--- config.mk ---
export PLATFORM = sky130hd
export DESIGN_NAME = lpc_link_power
export DESIGN_NICKNAME = d
export VERILOG_FILES = /design/src/hdl/lpc_pkg.sv /design/src/hdl/lpc_mon_if.sv /design/src/hdl/lpc_link_power.sv /design/src/hdl/lpc_lps_mon.sv
export SDC_FILE = /design/constraint.sdc
export NUM_CORES = 1
export LEC_CHECK = 0
export BUFFER_PORTS_ARGS = -buffer_cell sky130_fd_sc_hd__buf_2
export CORE_UTILIZATION = 52
export CTS_CLUSTER_DIAMETER = 80
export DETAILED_ROUTE_END_ITERATION = 12
export MAX_ROUTING_LAYER = met4
export PLACE_DENSITY = 0.79
export SKIP_LAST_GASP = 1
export SYNTH_ARGS = -nofsm -noshare
export SYNTH_HDL_FRONTEND = slang
export SYNTH_SLANG_ARGS = --single-unit
export TNS_END_PERCENT = 10
--- constraint.sdc ---
create_clock -name clk -period 2.05 [get_ports clk]
set_input_delay 0.205 -clock clk [delete_from_list [all_inputs] [get_ports clk]]
set_output_delay 0.205 -clock clk [all_outputs]
set_load 0.05 [all_outputs]
--- src/hdl/lpc_pkg.sv ---
/*
 * Constants and types shared by the link power control block.
 * Assumes a single core clock that also times the link interface clock.
 */
package lpc_pkg;

  // ************************************************************
  // Timing counts, in enabled clk cycles
  // ************************************************************
  localparam int unsigned LPC_LOW_INACT_CYC = 128;
  localparam int unsigned LPC_LOW_DIS_CYC   = 1280;
  localparam int unsigned LPC_WAKE_PERIOD   = 8;
  localparam int unsigned LPC_CNT_W         = 11;

  // ************************************************************
  // Widths and reset values
  // ************************************************************
  localparam int unsigned LPC_DATA_W   = 8;
  localparam int unsigned LPC_CTRL_W   = 2;
  localparam int unsigned LPC_PORTS    = 2;
  localparam int unsigned LPC_WAVE_W   = 3;
  localparam logic [LPC_CNT_W-1:0] LPC_CNT_RST = 11'h0_7ff;

  // ************************************************************
  // Link interface states
  // ************************************************************
  typedef enum logic [1:0] {
    LPC_ACTIVE,
    LPC_LOWRST,
    LPC_DISABLED
  } lpc_state_t;

endpackage

--- src/hdl/lpc_mon_if.sv ---
/*
 * Carrier between the link power monitor and the block top.
 * Assumes both ends run on the same clock.
 */
`timescale 1ns/1ns
`default_nettype none

interface lpc_mon_if
  import lpc_pkg::*;
  ();
  logic       lps_sync;
  logic       ce;
  lpc_state_t state;

  modport mon  (input lps_sync, input ce, output state);
  modport core (output lps_sync, output ce, input state);
endinterface // lpc_mon_if

`default_nettype wire

--- src/hdl/lpc_link_power.sv ---
/*
 * Link power status watch and link-on wake control for the PHY side
 * of the parallel PHY-to-link interface.
 * Assumes clk is the interface clock base and that packet logic
 * elsewhere supplies transmit control and data and event pulses.
 */
`timescale 1ns/1ns
`default_nettype none

module lpc_link_power
  import lpc_pkg::*;
#(
  parameter int unsigned PORTS  = LPC_PORTS,
  parameter int unsigned DATA_W = LPC_DATA_W
) (
  // Clock, reset, enable
  input  wire logic              clk,
  input  wire logic              resetn,
  input  wire logic              ce,
  // Link interface pins
  input  wire logic              link_power_status,
  input  wire logic              link_request_in,
  input  wire logic              iso_select,
  input  wire logic              contender_wake_pin_i,
  output var  logic              contender_wake_pin_o,
  output var  logic              contender_wake_pin_oe,
  output var  logic              interface_clock,
  output var  logic [LPC_CTRL_W-1:0] iface_ctrl_o,
  output var  logic              iface_ctrl_oe,
  output var  logic [DATA_W-1:0] iface_data_o,
  output var  logic              iface_data_oe,
  // Cable side
  input  wire logic [PORTS-1:0]  port_bias_detect,
  input  wire logic              cable_power_sense,
  output var  logic              cable_inactive_flag,
  output var  logic              cable_power_present,
  // Core control and events
  input  wire logic              link_control_bit,
  input  wire logic              port_event_bit,
  input  wire logic              config_timeout_bit,
  input  wire logic              cable_power_change_bit,
  input  wire logic              state_timeout_bit,
  input  wire logic              resume_port_enable_bit,
  input  wire logic              linkon_packet_rx,
  input  wire logic              bus_reset_evt,
  // Core transmit path
  input  wire logic              tx_drive,
  input  wire logic [LPC_CTRL_W-1:0] tx_ctrl,
  input  wire logic [DATA_W-1:0] tx_data,
  // Core status
  output logic                   link_request_seen,
  output logic                   llc_active,
  output logic                   differentiation_en,
  output var  logic              interface_clock_run,
  output var  logic              contender_default,
  output lpc_state_t             link_state
);

  localparam int unsigned NSYNC = PORTS + 5;

  // ************************************************************
  // Pin synchronisers
  // ************************************************************
  logic [NSYNC-1:0] pin_raw;
  logic [NSYNC-1:0] sync1_q;
  logic [NSYNC-1:0] sync2_q;

  assign pin_raw = {port_bias_detect, cable_power_sense,
                    contender_wake_pin_i, iso_select,
                    link_request_in, link_power_status};

  // First stage feeds only the second stage
  // No reset: the strap must be settled in the chain when reset lets go
  genvar gi;
  generate
    for (gi = 0; gi < NSYNC; gi++) begin : g_sync
      always_ff @(posedge clk) begin
        if (ce) begin
          sync1_q[gi] <= pin_raw[gi];
          sync2_q[gi] <= sync1_q[gi];
        end
      end
    end
  endgenerate

  logic             lps_s;
  logic             link_request_in_s;
  logic             iso_s;
  logic             strap_s;
  logic             cps_s;
  logic [PORTS-1:0] bias_s;

  assign lps_s   = sync2_q[0];
  assign link_request_in_s  = sync2_q[1];
  assign iso_s   = sync2_q[2];
  assign strap_s = sync2_q[3];
  assign cps_s   = sync2_q[4];
  assign bias_s  = sync2_q[NSYNC-1:5];

  // ************************************************************
  // Status monitor
  // ************************************************************
  lpc_mon_if mif ();

  assign mif.lps_sync = lps_s;
  assign mif.ce       = ce;

  lpc_lps_mon u_mon (
    .clk    (clk),
    .resetn (resetn),
    .mif    (mif)
  );

  assign link_state = mif.state;
  assign llc_active = (mif.state == LPC_ACTIVE) && link_control_bit;
  assign link_request_seen = (mif.state == LPC_ACTIVE) && link_request_in_s;
  assign differentiation_en = !iso_s;

  // ************************************************************
  // Link-on wake control
  // ************************************************************
  logic irq_wake;
  logic pkt_q;
  logic lkon_q;
  logic [LPC_WAVE_W-1:0] wave_q;

  assign irq_wake = port_event_bit
                  || (resume_port_enable_bit && (config_timeout_bit
                      || cable_power_change_bit || state_timeout_bit));

  // Packet cause kept apart so a bus reset can drop only that cause
  always_ff @(posedge clk) begin
    if (!resetn) begin
      pkt_q <= 1'b0;
    end else if (ce) begin
      if (linkon_packet_rx && !llc_active) begin
        pkt_q <= 1'b1;
      end else if (bus_reset_evt || llc_active) begin
        pkt_q <= 1'b0;
      end
    end
  end

  always_ff @(posedge clk) begin
    if (!resetn) begin
      lkon_q <= 1'b0;
    end else if (ce) begin
      if (llc_active) begin
        lkon_q <= 1'b0;
      end else if (irq_wake) begin
        lkon_q <= 1'b1;
      end else if (linkon_packet_rx) begin
        lkon_q <= 1'b1;
      end else if (bus_reset_evt) begin
        lkon_q <= 1'b0;
      end
    end
  end

  always_ff @(posedge clk) begin
    if (!resetn) begin
      wave_q               <= '0;
      contender_wake_pin_o <= 1'b0;
    end else if (ce) begin
      if (lkon_q) begin
        wave_q <= wave_q + LPC_WAVE_W'(1);
      end else begin
        wave_q <= '0;
      end
      contender_wake_pin_o <= lkon_q && wave_q[LPC_WAVE_W-1];
    end
  end

  // Pin floats during reset so the strap can be read
  always_ff @(posedge clk) begin
    if (!resetn) begin
      contender_wake_pin_oe <= 1'b0;
      contender_default     <= 1'b0;
    end else if (ce) begin
      contender_wake_pin_oe <= 1'b1;
      if (!contender_wake_pin_oe) begin
        contender_default <= strap_s;
      end
    end
  end

  // ************************************************************
  // Interface clock and link outputs
  // ************************************************************
  // The clock here is a divided image; a real part feeds a PLL
  always_ff @(posedge clk) begin
    if (!resetn) begin
      interface_clock     <= 1'b0;
      interface_clock_run <= 1'b0;
    end else if (ce) begin
      interface_clock_run <= (mif.state != LPC_DISABLED);
      interface_clock     <= (mif.state != LPC_DISABLED)
                             && !interface_clock;
    end
  end

  always_ff @(posedge clk) begin
    if (!resetn) begin
      iface_ctrl_o  <= '0;
      iface_data_o  <= '0;
      iface_ctrl_oe <= 1'b1;
      iface_data_oe <= 1'b1;
    end else if (ce) begin
      if (mif.state == LPC_ACTIVE && tx_drive) begin
        iface_ctrl_o <= tx_ctrl;
        iface_data_o <= tx_data;
      end else begin
        iface_ctrl_o <= '0;
        iface_data_o <= '0;
      end
      iface_ctrl_oe <= (mif.state != LPC_ACTIVE) || tx_drive;
      iface_data_oe <= (mif.state != LPC_ACTIVE) || tx_drive;
    end
  end

  // ************************************************************
  // Cable status
  // ************************************************************
  always_ff @(posedge clk) begin
    if (!resetn) begin
      cable_inactive_flag <= 1'b1;
      cable_power_present <= 1'b0;
    end else if (ce) begin
      cable_inactive_flag <= ~|bias_s;
      cable_power_present <= cps_s;
    end
  end
endmodule // lpc_link_power

`default_nettype wire

--- src/hdl/lpc_lps_mon.sv ---
/*
 * Low-time watcher for the synchronised link power status level.
 * Assumes the level is already synchronised to clk.
 */
`timescale 1ns/1ns
`default_nettype none

module lpc_lps_mon
  import lpc_pkg::*;
#(
  parameter int unsigned INACT_CYC = LPC_LOW_INACT_CYC,
  parameter int unsigned DIS_CYC   = LPC_LOW_DIS_CYC
) (
  // Clock and reset
  input  wire logic clk,
  input  wire logic resetn,
  // Carrier
  lpc_mon_if.mon    mif
);

  localparam logic [LPC_CNT_W-1:0] INACT_LIM = LPC_CNT_W'(INACT_CYC);
  localparam logic [LPC_CNT_W-1:0] DIS_LIM   = LPC_CNT_W'(DIS_CYC);
  localparam logic [LPC_CNT_W-1:0] SAT_LIM   = LPC_CNT_W'(DIS_CYC + 1);

  logic [LPC_CNT_W-1:0] low_cnt_q;
  logic [LPC_CNT_W-1:0] low_cnt_d;
  lpc_state_t           state_q;
  lpc_state_t           state_d;

  // ************************************************************
  // Low-time counter
  // ************************************************************
  // Reset loads the all-ones count, above the saturated value, so the link starts disabled
  always_comb begin
    if (mif.lps_sync) begin
      low_cnt_d = '0;
    end else if (low_cnt_q >= SAT_LIM) begin
      low_cnt_d = SAT_LIM;
    end else begin
      low_cnt_d = low_cnt_q + LPC_CNT_W'(1);
    end
  end

  always_comb begin
    if (low_cnt_d > DIS_LIM) begin
      state_d = LPC_DISABLED;
    end else if (low_cnt_d > INACT_LIM) begin
      state_d = LPC_LOWRST;
    end else begin
      state_d = LPC_ACTIVE;
    end
  end

  always_ff @(posedge clk) begin
    if (!resetn) begin
      low_cnt_q <= LPC_CNT_RST;
      state_q   <= LPC_DISABLED;
    end else if (mif.ce) begin
      low_cnt_q <= low_cnt_d;
      state_q   <= state_d;
    end
  end

  assign mif.state = state_q;
endmodule // lpc_lps_mon

`default_nettype wire

Word level (Yosys, flattened, before mapping). Cells that the tools add are included.

Add/sub/neg operators: 2. Order comparisons: 3. Equality and inequality tests: 1. Multiplexer cells: 11. Bitwise gates (word level): 1. Reductions and logical operators: 19.

Operators by type and width (count): 11-bit two-way mux (2); 11-bit by 1-bit adder with 11-bit output, second input constant (1); 11-bit >= comparator, second input constant (1); 11-bit greater-than comparator, second input constant (1); 11-bit by 8-bit greater-than comparator with 1-bit output, second input constant (1); 8-bit two-way mux (1); 1-bit logical AND (6); 1-bit two-way mux (5); 1-bit logical OR (4); 2-bit two-way mux (2); 2-bit AND reduction (2); 4-bit nonzero test (1); 3-bit by 1-bit adder with 3-bit output, second input constant (1); 1-bit logical NOT (3); 3-bit two-way mux (1); 2-bit logical NOT (1); 2-bit != test, second input constant (1); 2-bit nonzero test (1); 2-bit OR reduction (1); 1-bit inverter (1).

Flip-flop bits (word level): 49. Bits of input ports: 29. Output and inout bits: 24. Logic and storage cells: 65.

Depth between registers and ports, before layout. Gate-level depths: netlist of the first run.

Depth after elaboration: 6. Mapped depth: 9. Mapped depth without buffers: 8.

By module. Synthesis of the first run repeated with hierarchy kept, for this count alone.

Cells, all modules: 219. Area total of the unflattened synthesis: 2192.1 um^2.

Modules (own cells, without submodules): lpc_link_power (instances 1, cells each 115, area each 1381.3 um^2, seq. area each 860.8 um^2); lpc_lps_mon (instances 1, cells each 104, area each 810.8 um^2, seq. area each 260.2 um^2).

Worst setup path before layout of the first run. No wires, ideal clock.

Path kind: reg2reg. From: register u_mon.low_cnt_q[1]. To: register u_mon.state_q[0] (netlist: u_mon.mif.state[0]). Setup time: 0.120 ns. Arrival time: 1.589 ns. Required time: 1.930 ns. Path slack: 0.342 ns. Stages on the path, launching flop included: 8. Path buffers: 0. Period minus slack after synthesis: 1.708 ns. Cells stage by stage: dfxtp_1 > ha_1 > and3_2 > nand3_1 > xor2_1 > a31oi_1 > o211ai_2 > a21oi_2.

Word-level cells in the longest chain between the ends: 6. Elaborated cells between the ends (all ways): 8. Classes of those cells: add/sub: 1; order compare: 3; mux: 4.

RTL lines: from (decl) (line lpc_lps_mon.sv:25) `logic [LPC_CNT_W-1:0] low_cnt_q;`; from (signal assigned) (line lpc_lps_mon.sv:59) `low_cnt_q <= low_cnt_d;`; 11-bit by 1-bit adder with 11-bit output / 11-bit >= comparator (equally long branches) (line lpc_lps_mon.sv:40, lpc_lps_mon.sv:37); 11-bit two-way mux * (line lpc_lps_mon.sv:37) `end else if (low_cnt_q >= SAT_LIM) begin`; 11-bit two-way mux * (line lpc_lps_mon.sv:35) `if (mif.lps_sync) begin`; 11-bit by 8-bit greater-than comparator with 1-bit output (line lpc_lps_mon.sv:47) `end else if (low_cnt_d > INACT_LIM) begin`; 1-bit two-way mux (line lpc_lps_mon.sv:47); 2-bit two-way mux * (line lpc_lps_mon.sv:45) `if (low_cnt_d > DIS_LIM) begin`; to (signal assigned) (line lpc_lps_mon.sv:60) `state_q <= state_d;`; to (decl) (line lpc_lps_mon.sv:27) `lpc_state_t state_q;`.

Mark *: on every way between the ends. The rest lies on a longest branch, timed or not. A chain may end at the register's enable or synchronous reset.

Final worst setup path of the first run.
From: register u_mon.low_cnt_q[0]. To: register u_mon.state_q[0] (netlist: u_mon.mif.state[0]).

Same word-level chain as after synthesis.

==> results.toml, run 1 <==
[logic_synthesis]
synth-compound-area-share = 0.187
synth-simple-area-share = 0.187
synth.distinct_cells = 51
syn_area_um2 = 2160
synth-edff-count = 14
synthFlopType = "dfxtp_1"
synth-seq-cells = 49
synth_area_per_cell_um2 = 9.95
yosysSeqAreaShare = 0.519
syn-instance-count = 217
yosys_warnings = 0
syn_nets = 249
synthMuxAreaShare = 0.00463
synth_top_family_by_area = "compound AO/OA/AOI/OAI gates"
synth-async-reset-ratio = 0
synth_adder_area_share = 0.0174
synth_xor_area_frac = 0.0203

[global_routing]
grt_pass1_vias = 1516
overflow = 0
grt_start_max_net_pins = 26
antenna_found_initial = 0
grt_pass1_wl_um = 7110
grt_util_all_layers = 0.222

[clocking]
cts_tree = "yes"
postCtsHoldBufs = 0
path_clk_slew_ns = 0.09
h-tree-depth = 2
cts_buffers = 5
clock_latency_ns = 0.31
cts.sinks = 49
clk_path_buf_depth = 2
root_buffer = "clkbuf_8"
cts_setup_buffers = 0

[cells_and_area]
fill_cells = 337
fin_util = 0.622
syn_to_final_growth_pct = 15.1
layout-drive-gt1-share = 0.278
nets = 297
seqCellArea_um2 = 1120
multi_input_area_um2 = 898
fin_area_um2 = 2490
diodes = 0

[hold_path]
hold_class = "in2reg"

[critical_path]
crit_chain = "ha_1, and3_2, nand3_1, xor2_1, a31oi_1, o211ai_2, a21oi_2"
cpPeakStageDelay_ns = 0.50
critPathRequiredTime_ns = 2.21
cp_data_arrival_time_ns = 2.17
path_buf_inv = 0
start_kind = "flop"
cpMaxStageDelayCell = "dfxtp_1"
cp-end-kind = "flop"
path_max_fanout = 9
critical_path_class = "reg2reg"
critPathTopFamily = "flip-flops"

[placement]
hpwl_um = 3050
io_buffers = 52
placed_area_um2 = 2400
globalplace.congestion = 0.896

[power]
powerDensity_nw_per_um2 = 804
p_leak_nw = 1.03
peakVddDrop_uv = 562
total_power_mw = 2.00

[routing]
drtAntennaViolNets = 0
num_vias = 1789
drt-initial-drc-count = 105
drc = 0
vias_per_cell = 5.66
drt-wirelength-per-cell_um = 14.3
first_pass_iters = 5
totalWireLength_um = 4530

[sta]
setup_viol = 0
finalMaxSlewViolations = 0
fmax_ghz = 0.499
rsz0062_at_grt = "true"
slew_headroom = 0.424
finalHoldViolCount = 0
fin_skew_ns = 0.0110
worst_pin_slew_ns = 0.863
fin_crit_sh = 0.977
period_minus_slack_ns = 2.00

[floorplan]
die_height_um = 66.4
rows = 23
dieArea_um2 = 4410
ios = 53
initial_utilization = 0.540
core_area_um2 = 4000
die_width_um = 66.4

[outcome]
status = "complete, no violations"

[run]
drv_cap = 0
cells by family after synthesis:
kind of cell	Yosys count
and+or+nand+nor	79
AOI/OAI and AO/OA	58
xor gates and xnor gates	5
buffers and inverters	22
muxes	1
adders and majority gates	3
DFF	49
where the power goes:
part           leakage [nW]  internal, mW  switching [mW]
clock                0.0456         0.244           0.326
sequential            0.425          1.05          0.0561
combinational         0.564         0.112           0.207
cell type report:
| cell class | instances | share of cell area |
|---|---|---|
| inverter | 7 | 0.0106 |
| clock buffer | 6 | 0.0292 |
| tap | 50 | 0.0252 |
| multi-input combinational | 146 | 0.361 |
| timing repair buffer | 56 | 0.117 |
| clock inverter | 2 | 0.00554 |
| sequential | 49 | 0.451 |
cells in the mapped netlist, types with 4 or more instances:
master / count / area (um2)
o21ai_0: 6 / 30.0
edfxtp_1: 14 / 420
nor3_1: 4 / 20.0
inv_1: 6 / 22.5
nand2_1: 18 / 67.6
a22oi_1: 10 / 75.1
buf_6: 6 / 67.6
o21ai_1: 10 / 50.1
a21oi_1: 8 / 40.0
dfxtp_1: 35 / 701
clkbuf_1: 5 / 18.8
nand3_1: 9 / 45.0
nor2_1: 25 / 93.8
sequential cells by signal, summed over array words and instances, names as in the netlist, 2 cells and up:
name / flops
sync1_q: 7
bias_s: 2
iface_ctrl_o: 2
wave_q: 3
iface_data_o: 8
u_mon.mif.state: 2
u_mon.low_cnt_q: 11
path summary, 6_finish.rpt:
kind              slack [ns]                         endpoint                       startpoint  cells past startpoint
setup / recovery        0.05  u_mon.mif.state[0]$_SDFFE_PN0P_  u_mon.low_cnt_q[0]$_SDFFE_PN1P_                      7
hold / removal          0.08             sync1_q[2]$_DFFE_PP_                       iso_select                      1
setup reg to reg        0.05  u_mon.mif.state[0]$_SDFFE_PN0P_  u_mon.low_cnt_q[0]$_SDFFE_PN1P_                      7
hold reg to reg         0.42                  lps_s$_DFFE_PP_             sync1_q[0]$_DFFE_PP_                      0
per-stage QoR:
stage	TNS (ns)	hold slack (ns)	setup WS, ns	cells
6_report	0	0.0770	0.0462	316
3_3_place_gp	0	0.381	0.152	308
3_5_place_dp	0	0.384	0.0933	308
5_1_grt	-0.158	0.0603	-0.102	316
4_1_cts	0	0.0663	0.0639	316
2_1_floorplan	0	0.304	0.342	217
layer usage:
layer	global-route usage	vias up	wire length [um]
met5	-	-	0
met4	0.0771	0	45
met3	0.0586	6	277
met2	0.323	58	2130
met1	0.298	845	2080
li1	-	880	-
layout by cell type (no fill, tap or decap), types with 4 or more instances in the layout:
| master | netlist | layout |
|---|---|---|
| a21oi_1 | 8 | 8 |
| a22oi_1 | 10 | 10 |
| buf_2 | 1 | 52 |
| buf_4 | 3 | 4 |
| clkbuf_8 | 0 | 5 |
| dfxtp_1 | 35 | 34 |
| edfxtp_1 | 14 | 14 |
| inv_1 | 6 | 6 |
| nand2_1 | 18 | 18 |
| nand3_1 | 9 | 9 |
| nor2_1 | 25 | 25 |
| nor3_1 | 4 | 4 |
| o21ai_0 | 6 | 6 |
| o21ai_1 | 10 | 10 |
what timing repair did:
action                     4_1_cts  5_1_grt
resized for setup                0        1
setup endpoints to repair        0        5
hold endpoints to repair         0        0
(Power assumes the default switching activity.)
==> run 2: changes to the inputs <==
--- a/config.mk
+++ b/config.mk
@@ -10,7 +10,7 @@
 export CTS_CLUSTER_DIAMETER = 80
 export DETAILED_ROUTE_END_ITERATION = 12
 export MAX_ROUTING_LAYER = met4
-export PLACE_DENSITY = 0.79
+export PLACE_DENSITY = 0.87
 export SKIP_LAST_GASP = 1
 export SYNTH_ARGS = -nofsm -noshare
 export SYNTH_HDL_FRONTEND = slang
==> run 2 against run 1 <==
Net effect:
- global-route usage up 0.15 points
- routed wire length down 0.64%
- clock-buffer cell count up 1
- setup slack improved by 0.12 ns
- core utilization shrank 0.22 points
- critical path depth is the same
- critical endpoint unchanged
- largest cell class unchanged
- largest power group unchanged
==> results.toml, run 2 (synthesis gave the netlist of run 1 again) <==
[outcome]
status = "complete, no violations"

[sta]
setup_viol = 0
fmax_ghz = 0.530
worst_pin_slew_ns = 0.800
period_minus_slack_ns = 1.89
fin_crit_sh = 0.920
fin_skew_ns = 0.00560
finalMaxSlewViolations = 0
fin_tns_setup_ns = 0
slew_headroom = 0.466
rsz0062_at_grt = "false"
finalHoldViolCount = 0

[floorplan]
initial_utilization = 0.540
dieArea_um2 = 4410
die_height_um = 66.4
core_area_um2 = 4000
die_width_um = 66.4
rows = 23
ios = 53

[power]
powerDensity_nw_per_um2 = 797
peakVddDrop_uv = 579
netSwitchingPower_mw = 0.568
p_int_mw = 1.41
power_frac_seq = 0.563
clkPwrFrac = 0.277
swShare = 0.288
power_frac_comb = 0.160
p_leak_nw = 1.02
total_power_mw = 1.97

[clocking]
root_buffer = "clkbuf_8"
cts.sinks = 49
clock_latency_ns = 0.30
cts_resized = 0
cts_setup_buffers = 0
h-tree-depth = 2
postCtsHoldBufs = 0
cts_buffers = 5
cts_tree = "yes"
path_clk_slew_ns = 0.09
clk_path_buf_depth = 2

[routing]
drt-wirelength-per-cell_um = 14.3
totalWireLength_um = 4500
vias_per_cell = 5.65
num_vias = 1773
drc = 0
first_pass_iters = 4
drtAntennaViolNets = 0
drt-initial-drc-count = 149

[critical_path]
start_kind = "flop"
cp_data_arrival_time_ns = 2.05
critPathRequiredTime_ns = 2.21
cp-end-kind = "flop"
critical_path_class = "reg2reg"
path_max_fanout = 9

[cells_and_area]
reg_top3 = "u_mon.low_cnt_q (11), iface_data_o (8), sync1_q (7)"
layout-drive-gt1-share = 0.277
largest_reg_flops = 11
diodes = 0
layout_commonest_cell = "buf_2"
mostFrequentLayoutCells = "buf_2, dfxtp_1, nor2_1"
nets = 295
syn_to_final_growth_pct = 14.7
regMostFlops = "u_mon.low_cnt_q"

[global_routing]
grt_pass1_vias = 1534
grt_util_all_layers = 0.224
grt_start_max_net_pins = 42
grt_pass1_wl_um = 7060
overflow = 0
antenna_found_initial = 0

[hold_path]
hold_class = "in2reg"

[run]
drv_cap = 0

[placement]
hpwl_um = 3130
io_buffers = 52
globalplace.congestion = 0.990
run 2: cell count changes in the layout (fill, tap and decap cells not counted), sizes merged:
cell and change:
inv -1, clkbuf +1, buf -2, clkinvlp +1
clkinv -1
run 2: worst max-delay path, cell delays in order, from the launching register on:
cell	delay, ns
dfxtp_2	0.38
ha_1	0.27
and3_2	0.26
a41oi_1	0.38
nor3_2	0.10
nand3_1	0.08
a2bb2oi_1	0.21
a21oi_2	0.07
run 2: cell type report:
class / count / area [um2]
Clock buffer: 7 / 76.3
Multi-Input combinational cell: 146 / 906
Timing Repair Buffer: 54 / 275
Tap cell: 50 / 62.6
Clock inverter: 1 / 7.51
Inverter: 7 / 26.3
Sequential cell: 49 / 1120
Fill cell: 338 / 1520
run 2: metal layers:
metal | wire [um] | up-vias | GRT usage
met5 | 0 | - | -
met4 | 99 | 0 | 0.0984
met3 | 275 | 9 | 0.0621
met2 | 2180 | 65 | 0.343
met1 | 1940 | 820 | 0.275
li1 | - | 879 | -
run 2: path summary, 6_finish.rpt:
path | from | to | slack, ns | depth (start not counted)
worst max register to register | u_mon.low_cnt_q[0]$_SDFFE_PN1P_ | u_mon.mif.state[0]$_SDFFE_PN0P_ | 0.16 | 7
worst max-delay path | u_mon.low_cnt_q[0]$_SDFFE_PN1P_ | u_mon.mif.state[0]$_SDFFE_PN0P_ | 0.16 | 7
worst min register to register | sync1_q[0]$_DFFE_PP_ | lps_s$_DFFE_PP_ | 0.42 | 0
worst min-delay path | link_request_in | sync1_q[1]$_DFFE_PP_ | 0.08 | 1
run 2: metrics by stage:
step / instance area [um2] / hold WS, ns / utilization / instances / worst slack [ns]
after floorplan: 2160 / 0.304 / - / 217 / 0.342
after global placement: 2380 / 0.382 / 0.596 / 306 / 0.158
after detailed placement: 2380 / 0.384 / 0.596 / 306 / 0.0790
after CTS: 2470 / 0.0696 / 0.617 / 314 / 0.0602
after global routing: 2480 / 0.0646 / 0.619 / 314 / 0.0448
final: 2480 / 0.0800 / 0.619 / 314 / 0.164
run 2: power by group through the flow:
stage / Clock (mW) / Sequential [mW] / Combinational, mW
finish: 0.547 / 1.11 / 0.316
global route: 0.595 / 1.12 / 0.344
CTS: 0.561 / 1.11 / 0.315
detailed placement: 0 / 1.13 / 0.313
global placement: 0 / 1.13 / 0.308
floorplan: 0 / 1.16 / 0.211
